$ cat src/core/mspwm_pkg.sv
// Package for the master/slave PWM pair: register map, field layout,
// reset values and the bus request carrier.
// Assumes a byte-addressed 32-bit register bus with word-aligned registers.
package mspwm_pkg;

   // ==================================================================
   // Register byte offsets.
   localparam logic [7:0] OFS_PWR_EN = 8'h00;
   localparam logic [7:0] OFS_PRESCALE = 8'h04;
   localparam logic [7:0] OFS_M_MODE = 8'h08;
   localparam logic [7:0] OFS_S_MODE = 8'h0c;
   localparam logic [7:0] OFS_M_PERIOD = 8'h10;
   localparam logic [7:0] OFS_S_DUTY = 8'h14;
   localparam logic [7:0] OFS_M_COUNT = 8'h18;
   localparam logic [7:0] OFS_S_COUNT = 8'h1c;
   localparam logic [7:0] OFS_START = 8'h20;
   localparam logic [7:0] OFS_STOP = 8'h24;
   localparam logic [7:0] OFS_ENABLED = 8'h28;
   localparam logic [7:0] OFS_OUT_LEVEL = 8'h2c;
   localparam logic [7:0] OFS_OUT_ENABLE = 8'h30;
   localparam logic [7:0] OFS_OUT_POL = 8'h34;
   localparam logic [7:0] OFS_OUT_MODE = 8'h38;

   // ==================================================================
   // Channel bit positions in start, stop, status and output registers.
   localparam int CH_M = 0;
   localparam int CH_S = 1;

   // ==================================================================
   // Mode register fields.
   localparam int MD_LSB = 1;
   localparam int MD_RETRIG = 0;
   localparam int STS_LSB = 8;
   localparam int MS_BIT = 11;
   localparam int CKS_HI = 15;
   localparam logic [2:0] MD_INTERVAL = 3'h0;
   localparam logic [2:0] MD_ONE_COUNT = 3'h4;
   localparam logic [2:0] STS_MASTER_IRQ = 3'h4;

   // ==================================================================
   // Reset values and prescaler width.
   localparam logic [15:0] RST_WORD16 = 16'h0000;
   localparam logic [1:0] RST_BITS2 = 2'h0;
   localparam logic [7:0] RST_PRESCALE = 8'h00;
   localparam int PRESC_W = 15;

   // Bus request carrier.
   typedef struct packed {
      logic [7:0] address;
      logic read;
      logic write;
      logic [31:0] writedata;
   } mspwm_avreq_s;

endpackage

$ cat src/core/mspwm_top.sv
// Master/slave PWM pair with an Avalon-MM register slave.
// Assumes a single 25 MHz clock and a synchronous active-low reset.
// Operation
// RULE1: Slave polarity 0 gives active-high output, 1 gives active-low.
// RULE2: Software sets the slave output-mode bit to 1.
// RULE3: Software leaves the master output-mode bit at 0.
// RULE4: Master polarity stays 0 while the master output-mode bit is 0.
// RULE5: Slave operation-mode field 100B selects one-count mode.
// RULE6: Retrigger bit 1 lets the slave accept a trigger while counting.
// RULE7: Slave trigger select 100B picks the master count-complete event.
// RULE8: Software writes 0 to the slave master/split bit.
// RULE9: Master/split bit is fixed 0 on upper odd channels, split bit on lower.
// RULE10: Software gives the slave the same clock select as the master.
// RULE11: Slave edge select is unused and written as 00B.
// RULE12: The slave level bit directly drives the slave output pin.
// RULE13: With output enable 1 the counting drives the slave pin.
// RULE14: Unpowered, the unit has no count clock and ignores writes.
// RULE15: Power enable starts the clock and writes, with channels stopped.
// RULE16: Software programs the prescaler before configuring channels.
// RULE17: Software loads period and duty before starting.
// RULE18: While stopped, the slave output holds its programmed level.
// RULE19: Start bits are set together and clear themselves.
// RULE20: Start sets both enabled flags; master event fires and starts slave. The code fires it only when master mode bit 0 (MD_RETRIG) is 1.
// RULE21: Software sets slave output enable at start only when resuming.
// RULE22: Master at zero raises its event, reloads period and keeps counting.
// RULE23: Triggered slave loads duty, counts to zero, raises event, waits.
// RULE24: Output goes active one count after trigger, inactive at zero.
// RULE25: Stop holds both counters and leaves the slave output as it is.
// RULE26: Duty above period keeps the output active the whole period.
`timescale 1ns/1ps

module mspwm_top #(
   parameter int SLAVE_CH = 1
) (
   // Clock and reset.
   input wire logic i_clk,
   input wire logic i_rst_n,
   // Avalon-MM slave.
   input wire mspwm_pkg::mspwm_avreq_s i_avs,
   output logic [31:0] o_avs_readdata,
   output logic o_avs_waitrequest,
   // PWM pin and channel events.
   output logic o_slave_pwm_out,
   output logic o_master_done_irq,
   output logic o_slave_done_irq
);

   initial
   begin
      if (SLAVE_CH < 1 || SLAVE_CH > 7 || (SLAVE_CH % 2) == 0)
      begin
         $error("mspwm_top: SLAVE_CH must be an odd channel 1 to 7");
      end
   end

   // ==================================================================
   // Declarations.
   localparam logic [15:0] S_MODE_MASK = (SLAVE_CH >= 5) ? 16'hf7ff : 16'hffff;

   logic wait_q;
   logic [31:0] rdata_q;
   logic pwr_q;
   logic [7:0] presc_q;
   logic [15:0] m_mode_q;
   logic [15:0] s_mode_q;
   logic [15:0] period_q;
   logic [15:0] duty_q;
   logic [15:0] m_cnt_q;
   logic [15:0] s_cnt_q;
   logic m_en_q;
   logic s_en_q;
   // Enabled flags, one bit per channel; each half has its own process.
   wire [1:0] en_q = {s_en_q, m_en_q};
   logic [1:0] lvl_q;
   logic [1:0] oe_q;
   logic [1:0] pol_q;
   logic [1:0] om_q;
   logic s_run_q;
   logic m_irq_q;
   logic s_irq_q;
   logic tick0;
   logic tick1;

   // ==================================================================
   // Bus decode.
   function automatic logic hit(input logic [7:0] a, input logic [7:0] ofs);
      return a[7:2] == ofs[7:2];
   endfunction

   // Pick the channel count clock from the high bit (CKS_HI) of its clock select field.
   function automatic logic ck_pick(input logic [15:0] mode, input logic t0,
                                    input logic t1);
      return mode[mspwm_pkg::CKS_HI] ? t1 : t0;
   endfunction

   // Access is taken at the edge where waitrequest is low.
   wire acc = (i_avs.read || i_avs.write) && !wait_q;
   wire wr = acc && i_avs.write;
   wire [7:0] adr = i_avs.address;
   wire [31:0] wd = i_avs.writedata;
   wire wr_pwr = wr && hit(adr, mspwm_pkg::OFS_PWR_EN);
   wire wr_ok = wr && pwr_q; // see RULE14
   wire wr_start = wr_ok && hit(adr, mspwm_pkg::OFS_START);
   wire wr_stop = wr_ok && hit(adr, mspwm_pkg::OFS_STOP);
   wire wr_lvl = wr_ok && hit(adr, mspwm_pkg::OFS_OUT_LEVEL);
   wire wr_oe = wr_ok && hit(adr, mspwm_pkg::OFS_OUT_ENABLE);

   // Channel registers are cleared whenever the unit is unpowered.
   wire ch_rst = !i_rst_n || !pwr_q; // see RULE14

   // Start and stop are write pulses only; they are never stored.
   wire m_start = wr_start && wd[mspwm_pkg::CH_M]; // see RULE19
   wire s_start = wr_start && wd[mspwm_pkg::CH_S]; // see RULE19
   wire m_stop = wr_stop && wd[mspwm_pkg::CH_M];
   wire s_stop = wr_stop && wd[mspwm_pkg::CH_S];

   // ==================================================================
   // Mode decode and count-clock selection.
   wire m_interval = m_mode_q[mspwm_pkg::MD_LSB +: 3] == mspwm_pkg::MD_INTERVAL;
   wire s_onecount = s_mode_q[mspwm_pkg::MD_LSB +: 3] == mspwm_pkg::MD_ONE_COUNT; // see RULE5
   wire s_retrig = s_mode_q[mspwm_pkg::MD_RETRIG];
   wire s_from_m = s_mode_q[mspwm_pkg::STS_LSB +: 3] == mspwm_pkg::STS_MASTER_IRQ; // see RULE7
   wire m_tick = ck_pick(m_mode_q, tick0, tick1); // see RULE10
   wire s_tick = ck_pick(s_mode_q, tick0, tick1); // see RULE10

   // Slave trigger: master event or, without it, its own start bit.
   wire s_trig = en_q[mspwm_pkg::CH_S] && s_onecount &&
                 (s_from_m ? m_irq_q : s_start); // see RULE7
   wire s_accept = s_trig && (!s_run_q || s_retrig); // see RULE6
   wire s_count = en_q[mspwm_pkg::CH_S] && s_run_q && s_tick && !s_accept;
   wire s_zero = s_count && s_cnt_q == 16'h0000;

   // Counting owns the pin only in slave output mode with output enabled.
   // A stop that lands on a count edge freezes the pin with the counter.
   wire pwm_ctl = oe_q[mspwm_pkg::CH_S] && om_q[mspwm_pkg::CH_S] &&
                  en_q[mspwm_pkg::CH_S] && !s_stop; // see RULE13, RULE2, RULE25
   wire go_act = pwm_ctl && s_count && !s_zero; // see RULE24
   wire go_idle = pwm_ctl && s_zero; // see RULE24

   // Write data masked for the mode field that is fixed on upper channels.
   wire [15:0] s_mode_wd = wd[15:0] & S_MODE_MASK; // see RULE9

   // Read data selection.
   wire [31:0] rd_word =
      hit(adr, mspwm_pkg::OFS_PWR_EN) ? {31'h0, pwr_q} :
      hit(adr, mspwm_pkg::OFS_PRESCALE) ? {24'h0, presc_q} :
      hit(adr, mspwm_pkg::OFS_M_MODE) ? {16'h0, m_mode_q} :
      hit(adr, mspwm_pkg::OFS_S_MODE) ? {16'h0, s_mode_q} :
      hit(adr, mspwm_pkg::OFS_M_PERIOD) ? {16'h0, period_q} :
      hit(adr, mspwm_pkg::OFS_S_DUTY) ? {16'h0, duty_q} :
      hit(adr, mspwm_pkg::OFS_M_COUNT) ? {16'h0, m_cnt_q} :
      hit(adr, mspwm_pkg::OFS_S_COUNT) ? {16'h0, s_cnt_q} :
      hit(adr, mspwm_pkg::OFS_ENABLED) ? {30'h0, en_q} :
      hit(adr, mspwm_pkg::OFS_OUT_LEVEL) ? {30'h0, lvl_q} :
      hit(adr, mspwm_pkg::OFS_OUT_ENABLE) ? {30'h0, oe_q} :
      hit(adr, mspwm_pkg::OFS_OUT_POL) ? {30'h0, pol_q} :
      hit(adr, mspwm_pkg::OFS_OUT_MODE) ? {30'h0, om_q} : 32'h00000000;

   // ==================================================================
   // Bus handshake: one wait cycle, then one cycle with waitrequest low.
   always_ff @(posedge i_clk)
   begin
      if (!i_rst_n)
      begin
         wait_q <= 1'b1;
         rdata_q <= 32'h00000000;
      end
      else
      begin
         wait_q <= !((i_avs.read || i_avs.write) && wait_q);
         rdata_q <= rd_word;
      end
   end

   // Peripheral power enable is writable at any time.
   always_ff @(posedge i_clk)
   begin
      if (!i_rst_n)
      begin
         pwr_q <= 1'b0;
      end
      else if (wr_pwr)
      begin
         pwr_q <= wd[0]; // see RULE15
      end
   end

   // Configuration registers; modes are frozen while the channel runs.
   always_ff @(posedge i_clk)
   begin
      if (ch_rst)
      begin
         presc_q <= mspwm_pkg::RST_PRESCALE;
         m_mode_q <= mspwm_pkg::RST_WORD16;
         s_mode_q <= mspwm_pkg::RST_WORD16;
         period_q <= mspwm_pkg::RST_WORD16;
         duty_q <= mspwm_pkg::RST_WORD16;
         pol_q <= mspwm_pkg::RST_BITS2;
         om_q <= mspwm_pkg::RST_BITS2;
      end
      else if (wr_ok)
      begin
         if (hit(adr, mspwm_pkg::OFS_PRESCALE))
            presc_q <= wd[7:0];
         if (hit(adr, mspwm_pkg::OFS_M_MODE) && !en_q[mspwm_pkg::CH_M])
            m_mode_q <= wd[15:0];
         if (hit(adr, mspwm_pkg::OFS_S_MODE) && !en_q[mspwm_pkg::CH_S])
            s_mode_q <= s_mode_wd; // see RULE9
         if (hit(adr, mspwm_pkg::OFS_M_PERIOD))
            period_q <= wd[15:0];
         if (hit(adr, mspwm_pkg::OFS_S_DUTY))
            duty_q <= wd[15:0];
         if (hit(adr, mspwm_pkg::OFS_OUT_POL))
            pol_q <= wd[1:0];
         if (hit(adr, mspwm_pkg::OFS_OUT_MODE))
            om_q <= wd[1:0];
      end
   end

   // Output enable register.
   always_ff @(posedge i_clk)
   begin
      if (ch_rst)
         oe_q <= mspwm_pkg::RST_BITS2;
      else if (wr_oe)
         oe_q <= wd[1:0];
   end

   // Master channel: interval timer that reloads at zero.
   always_ff @(posedge i_clk)
   begin
      m_irq_q <= 1'b0;
      if (ch_rst)
      begin
         m_en_q <= 1'b0; // see RULE15
         m_cnt_q <= mspwm_pkg::RST_WORD16;
      end
      else if (m_stop)
         m_en_q <= 1'b0; // see RULE25
      else if (m_start && m_interval)
      begin
         m_en_q <= 1'b1; // see RULE20
         m_cnt_q <= period_q;
         m_irq_q <= m_mode_q[mspwm_pkg::MD_RETRIG]; // see RULE20
      end
      else if (en_q[mspwm_pkg::CH_M] && m_tick)
      begin
         if (m_cnt_q == 16'h0000)
         begin
            m_cnt_q <= period_q; // see RULE22
            m_irq_q <= 1'b1; // see RULE22
         end
         else
            m_cnt_q <= m_cnt_q - 16'h0001;
      end
   end

   // Slave channel: one-count timer started by the trigger.
   always_ff @(posedge i_clk)
   begin
      s_irq_q <= 1'b0;
      if (ch_rst)
      begin
         s_en_q <= 1'b0; // see RULE15
         s_cnt_q <= mspwm_pkg::RST_WORD16;
         s_run_q <= 1'b0;
      end
      else if (s_stop)
         s_en_q <= 1'b0; // see RULE25
      else if (s_start && s_onecount && !en_q[mspwm_pkg::CH_S])
         s_en_q <= 1'b1; // see RULE20
      else if (s_accept)
      begin
         s_cnt_q <= duty_q; // see RULE23, RULE26
         s_run_q <= 1'b1;
      end
      else if (s_zero)
      begin
         s_run_q <= 1'b0; // see RULE23
         s_irq_q <= 1'b1; // see RULE23
      end
      else if (s_count)
         s_cnt_q <= s_cnt_q - 16'h0001;
   end

   // Output level: software owns it unless the slave output enable is set.
   always_ff @(posedge i_clk)
   begin
      if (ch_rst)
         lvl_q <= mspwm_pkg::RST_BITS2;
      else
      begin
         if (wr_lvl)
            lvl_q[mspwm_pkg::CH_M] <= wd[mspwm_pkg::CH_M];
         if (go_act)
            lvl_q[mspwm_pkg::CH_S] <= !pol_q[mspwm_pkg::CH_S]; // see RULE1
         else if (go_idle)
            lvl_q[mspwm_pkg::CH_S] <= pol_q[mspwm_pkg::CH_S]; // see RULE1
         else if (wr_lvl && !oe_q[mspwm_pkg::CH_S])
            lvl_q[mspwm_pkg::CH_S] <= wd[mspwm_pkg::CH_S]; // see RULE18
      end
   end

   // Shared prescaler, running only while the unit is powered.
   mspwm_prescale u_presc (
      .i_clk(i_clk),
      .i_rst_n(i_rst_n),
      .i_run(pwr_q), // see RULE14
      .i_sel0(presc_q[3:0]),
      .i_sel1(presc_q[7:4]),
      .o_tick0(tick0),
      .o_tick1(tick1)
   );

   // Outputs straight from flip-flops.
   assign o_avs_readdata = rdata_q;
   assign o_avs_waitrequest = wait_q;
   assign o_slave_pwm_out = lvl_q[mspwm_pkg::CH_S]; // see RULE12
   assign o_master_done_irq = m_irq_q;
   assign o_slave_done_irq = s_irq_q;
endmodule

$ cat src/core/mspwm_prescale.sv
// Prescaler that makes the two shared count-clock enables.
// Assumes one system clock; the enables are one-cycle pulses.
`timescale 1ns/1ps

module mspwm_prescale #(
   parameter int W = mspwm_pkg::PRESC_W
) (
   // Clock and reset.
   input wire logic i_clk,
   input wire logic i_rst_n,
   // Control.
   input wire logic i_run,
   input wire logic [3:0] i_sel0,
   input wire logic [3:0] i_sel1,
   // Count-clock enables.
   output logic o_tick0,
   output logic o_tick1
);

   initial
   begin
      if (W < 15 || W > 31)
      begin
         $error("mspwm_prescale: W out of range");
      end
   end

   logic [W-1:0] cnt_q;

   // A tick fires when the low sel bits of the divider are all ones.
   function automatic logic tick_of(input logic [W-1:0] c, input logic [3:0] s);
      logic [W-1:0] m;
      m = W'((32'h1 << s) - 32'h1);
      return (c & m) == m;
   endfunction

   // Free-running divider; halted while the unit is unpowered.
   always_ff @(posedge i_clk)
   begin
      if (!i_rst_n || !i_run)
      begin
         cnt_q <= '0;
         o_tick0 <= 1'b0;
         o_tick1 <= 1'b0;
      end
      else
      begin
         cnt_q <= cnt_q + W'(1);
         o_tick0 <= tick_of(cnt_q, i_sel0);
         o_tick1 <= tick_of(cnt_q, i_sel1);
      end
   end

endmodule

$ cat config.mk
export PLATFORM = sky130hd
export DESIGN_NAME = mspwm_top
export DESIGN_NICKNAME = d
export VERILOG_FILES = /design/src/core/mspwm_pkg.sv /design/src/core/mspwm_top.sv /design/src/core/mspwm_prescale.sv
export SDC_FILE = /design/constraint.sdc
export NUM_CORES = 1
export LEC_CHECK = 0
export BUFFER_PORTS_ARGS = -buffer_cell sky130_fd_sc_hd__clkbuf_2
export CORE_MARGIN = 2
export CORE_UTILIZATION = 45
export CTS_CLUSTER_DIAMETER = 30
export DETAILED_ROUTE_END_ITERATION = 10
export GPL_TIMING_DRIVEN = 0
export PLACE_DENSITY_LB_ADDON = 0.1
export SLEW_MARGIN = 30
export SYNTH_ARGS = -nofsm -noshare
export SYNTH_HDL_FRONTEND = slang
export SYNTH_SLANG_ARGS = --single-unit
$ cat constraint.sdc
create_clock -name i_clk -period 4.37 [get_ports i_clk]
set_input_delay 0.2185 -clock i_clk [delete_from_list [all_inputs] [get_ports i_clk]]
set_output_delay 0.2185 -clock i_clk [all_outputs]
set_load 0.02 [all_outputs]
==> flow_results.org <==
** Global routing
- Vias in the first global route :: 6,986
- Global routing consumed, over all layers together, 28.5% of the routing resources.
- Total global routing overflow :: 0
- Wire length of the first global-routing pass :: 40,000 um
- In the global route stage, met2 resource usage came out at 41.1%.
- Entering global routing, the biggest net connects 17 pins.
- The initial antenna violation count came to 0.
- Global routing used 42.9% of the available met1 tracks.
- Met3 track demand over resource in global routing :: 4.71%
- Most heavily used metal layer in global routing :: met1

** Timing
- Max Slew Vio Count :: 0
- Measured against its own limit, the worst slew margin works out to 38.7%.
- Setup repair after global routing left no endpoint under its margin.
- Hold is met by 50.5 ps.
- Adding up every negative setup slack in the final design gives 0 ps.
- The hold violation total from the final report was 0.
- For the finished layout, the period the worst path requires is 2740 ps.
- Setup violators final :: 0
- After layout, the worst path uses 62.7% of the clock period.
- On the final layout, the worst clock skew is 11.0 ps.
- Highest Clock Rate :: 365 MHz
- For the pin with the worst max-slew slack, the measured transition is 920 ps.

** Detailed routing
- After detailed routing, the average wire length per cell comes to 19.9 um.
- The detail route stage leaves a number of antenna-violating nets equal to 0.
- For this run, design rule violations remaining after detail routing come to 0.
- For this block, the initial DRC count from the detailed router was 967.
- Summed over all layers, the routed wires come to 26,100 um.
- Number of iterations in the first detailed-routing pass :: 6
- The final route contains 7,897 vias.
- In the routed layout, each cell is associated on average with a via count of 6.04.

** Synth
- Flip-flop cell with the highest count after synthesis :: sky130_fd_sc_hd__dfxtp_1
- Of all flip-flops after synthesis, the portion carrying an async set or reset was 0%.
- Yosys mapped a number of flops with a built-in enable equal to 0.
- In this run, synthesis produced a sequential element count of 152.
- Syn Std Cell Area :: 0.00780 mm2
- Mux share of post-synthesis cell area :: 5.88%
- After synthesis, flip-flops and latches occupy 39.0% of the total area.
- The synthesized netlist devotes 1.68% of its cell area to XOR and XNOR gates.
- Summing the areas of all compound-gate instances in the mapped netlist gives 20.2% of the synthesized area.
- The synthesized netlist devotes 26.3% of its cell area to simple gates.
- After Yosys synthesis, full adders, half adders and majority gates account for 0.962% of the synthesized area.
- Number of different library cells in the post-synthesis netlist :: 69
- Mapped Cells :: 991
- Each instance of the synthesized netlist takes up on average 7.87 um2.
- During synthesis, Yosys emitted a total of 0 warnings.
- Combinational family with the most area after synthesis :: simple AND/OR/NAND/NOR gates

** Placement
- Detailed placement HPWL :: 19,100 um
- Final estimated routing congestion in global placement :: 0.940
- Total of buffers placed on input and output ports :: 44

** Clocking
- Buffers inserted to repair hold after CTS numbered 1.
- Clock network latency to the later pin of the worst-skew pair :: 430 ps
- TritonCTS built the clock tree.
- CTS H-tree lvls :: 4
- No sink is reached through more buffers than the 2 on the longest clock path.
- The tree built by TritonCTS fans out to 152 sinks.
- The number of gates resized after CTS was 0.
- Clock transition at the registers of the reported paths :: 60 ps
- TritonCTS created 17 clock buffers.
- Clock root cell :: sky130_fd_sc_hd__clkbuf_16
- The number of setup buffers added after CTS is 0.

** Critical path
- Worst endpoint data arrival time :: 3070 ps
- The worst register-to-register path ends at u_presc.o_tick1.
- Internal reg-to-reg setup slack :: 1630 ps
- Startpoint Class :: register
- Capture point of the critical path :: u_presc.o_tick1
- The critical path is of the reg -> reg type.
- Launch point of the worst reg-to-reg path :: presc_q[7]
- The most critical setup path has its startpoint at presc_q[7].
- Along the worst path, the maximum fanout reaches 10.
- Worst Reg2Reg Path Length in Cells :: 9
- The worst setup path is captured at a register.
- Required time of the critical path :: 4700 ps

** Power
- Combinational share of power :: 3.4%
- Power spent charging and discharging nets :: 0.701 mW
- Pint :: 2.38 mW
- For this design the ratio of total power to cell area is 342 mW/mm2.
- Of the total power, registers draw 45.0%.
- Pleak :: 2.98 nW
- Clock group share of total power :: 51.6%
- Highest ir drop seen on vdd :: 0.319 mV
- Net switching share of the total power :: 22.8%
- After layout, the design draws a total of 3.08 mW.

** Cells and area
- Layout overhead on the synthesized area :: 15.3%
- Final net count :: 1,120
- In the final layout, the share of cells above drive strength 1 is 12.3%.
- Antenna Diode Count :: 0

** Floorplanning
- Cell row count :: 48
- Initial Utilization :: 45.6%
- Number of ports placed on the die boundary :: 80
- After floorplanning, the core was sized to cover 0.0171 mm2.
- DIE AREA :: 0.0184 mm2
- Height of the chip :: 136 um
- Floorplan die width :: 136 um

** Status
- The run finished with clean final reports.

** Min path
- Hold/Removal Path Class :: in -> reg
- In this run the most critical hold path is launched from i_avs[32].

** Run
- The tool flagged a number of max-cap violations equal to 0.
## how the worst min path moves through the flow
stage                                    to  slack (ps)  cells past startpoint
after floorplan           o_avs_waitrequest         320                      1
after global placement    o_avs_waitrequest         430                      2
after detailed placement  o_avs_waitrequest         440                      2
after CTS                 o_avs_waitrequest          30                      2
after global routing      o_avs_waitrequest          50                      2
final                     o_avs_waitrequest          50                      2
## cell usage in the layout (no fill, tap or decap), drive strengths merged, types with 15 or more instances in the layout
cell | Yosys | routed
dfxtp | 152 | 152
nor4 | 18 | 18
nor3 | 22 | 22
o21ai | 44 | 44
o22ai | 22 | 22
nand2 | 201 | 201
a21oi | 130 | 130
nand3 | 39 | 39
clkbuf | 55 | 117
conb | 1 | 16
nor2 | 64 | 64
mux4 | 15 | 15
buf | 36 | 36
## Yosys cell counts (all sizes together), types with 15 or more instances
cell type	n	share of area, %
dfxtp	152	39
o22ai	22	1.8
clkbuf	55	2.6
buf	36	3.0
nor4	18	1.7
nor3	22	1.4
a21oi	130	8.3
nand2	201	9.7
mux4	15	4.3
o21ai	44	3.0
nand3	39	2.5
nor2	64	3.1
## power by group through the flow
stage / clock, mW / sequential, mW / combinational, mW
floorplan: 0 / 1.42 / 0.0589
finish: 1.59 / 1.39 / 0.104
CTS: 1.60 / 1.39 / 0.101
detailed placement: 0 / 1.42 / 0.100
global route: 1.66 / 1.39 / 0.110
global placement: 0 / 1.42 / 0.101
## logic make-up (layout without fill, tap and decap cells)
family                     count (synthesis)  count (layout)
and+or+nand+nor                          430             430
buffers and inverters                     99             176
muxes                                     27              27
AOI/OAI and AO/OA                        261             261
adders and majority gates                  6               6
xor gates and xnor gates                  15              15
DFF                                      152             152
other                                      1              16
## through the flow
stage          cells  util (%)  setup WS, ps  area [um2]
6_report        1308      52.6          1630        9000
5_1_grt         1308      52.6          1310        9000
4_1_cts         1308      52.6          1640        9000
3_5_place_dp    1275      48.9          1670        8360
3_3_place_gp    1275      48.9          1630        8360
2_1_floorplan   1006         -          2090        7860
## layer usage
| metal | wire length [um] | part of all wire, % |
|---|---|---|
| met1 | 11900 | 46 |
| met2 | 11200 | 43 |
| met3 | 2250 | 8.6 |
| met4 | 726 | 2.8 |
| met5 | 0 | 0 |
## worst max-delay path, stage by stage, from the launching register on
cell,delay [ps]
sky130_fd_sc_hd__dfxtp_1,310
sky130_fd_sc_hd__clkbuf_1,280
sky130_fd_sc_hd__clkbuf_1,370
sky130_fd_sc_hd__nand3b_1,170
sky130_fd_sc_hd__ha_1,210
sky130_fd_sc_hd__clkbuf_1,350
sky130_fd_sc_hd__xnor2_1,180
sky130_fd_sc_hd__o22ai_1,90
sky130_fd_sc_hd__or4_1,400
sky130_fd_sc_hd__nor4_1,260
## flip-flops by register name (all words and copies together) (netlist names), 8 cells and up
name / flops
period_q: 16
s_mode_q: 16
s_cnt_q: 16
u_presc.cnt_q: 15
o_avs_readdata: 16
m_mode_q: 16
m_cnt_q: 16
presc_q: 8
duty_q: 16
## final cells by class
| class | instances | area [um2] |
|---|---|---|
| Sequential cell | 152 | 3040 |
| Tap cell | 225 | 282 |
| Inverter | 8 | 30.0 |
| Clock inverter | 14 | 196 |
| Timing Repair Buffer | 45 | 230 |
| Clock buffer | 18 | 429 |
| Fill cell | 1713 | 8120 |
| Multi-Input combinational cell | 755 | 4350 |
| Buffer | 91 | 437 |
No activity file was read; power rests on OpenSTA's default activity.
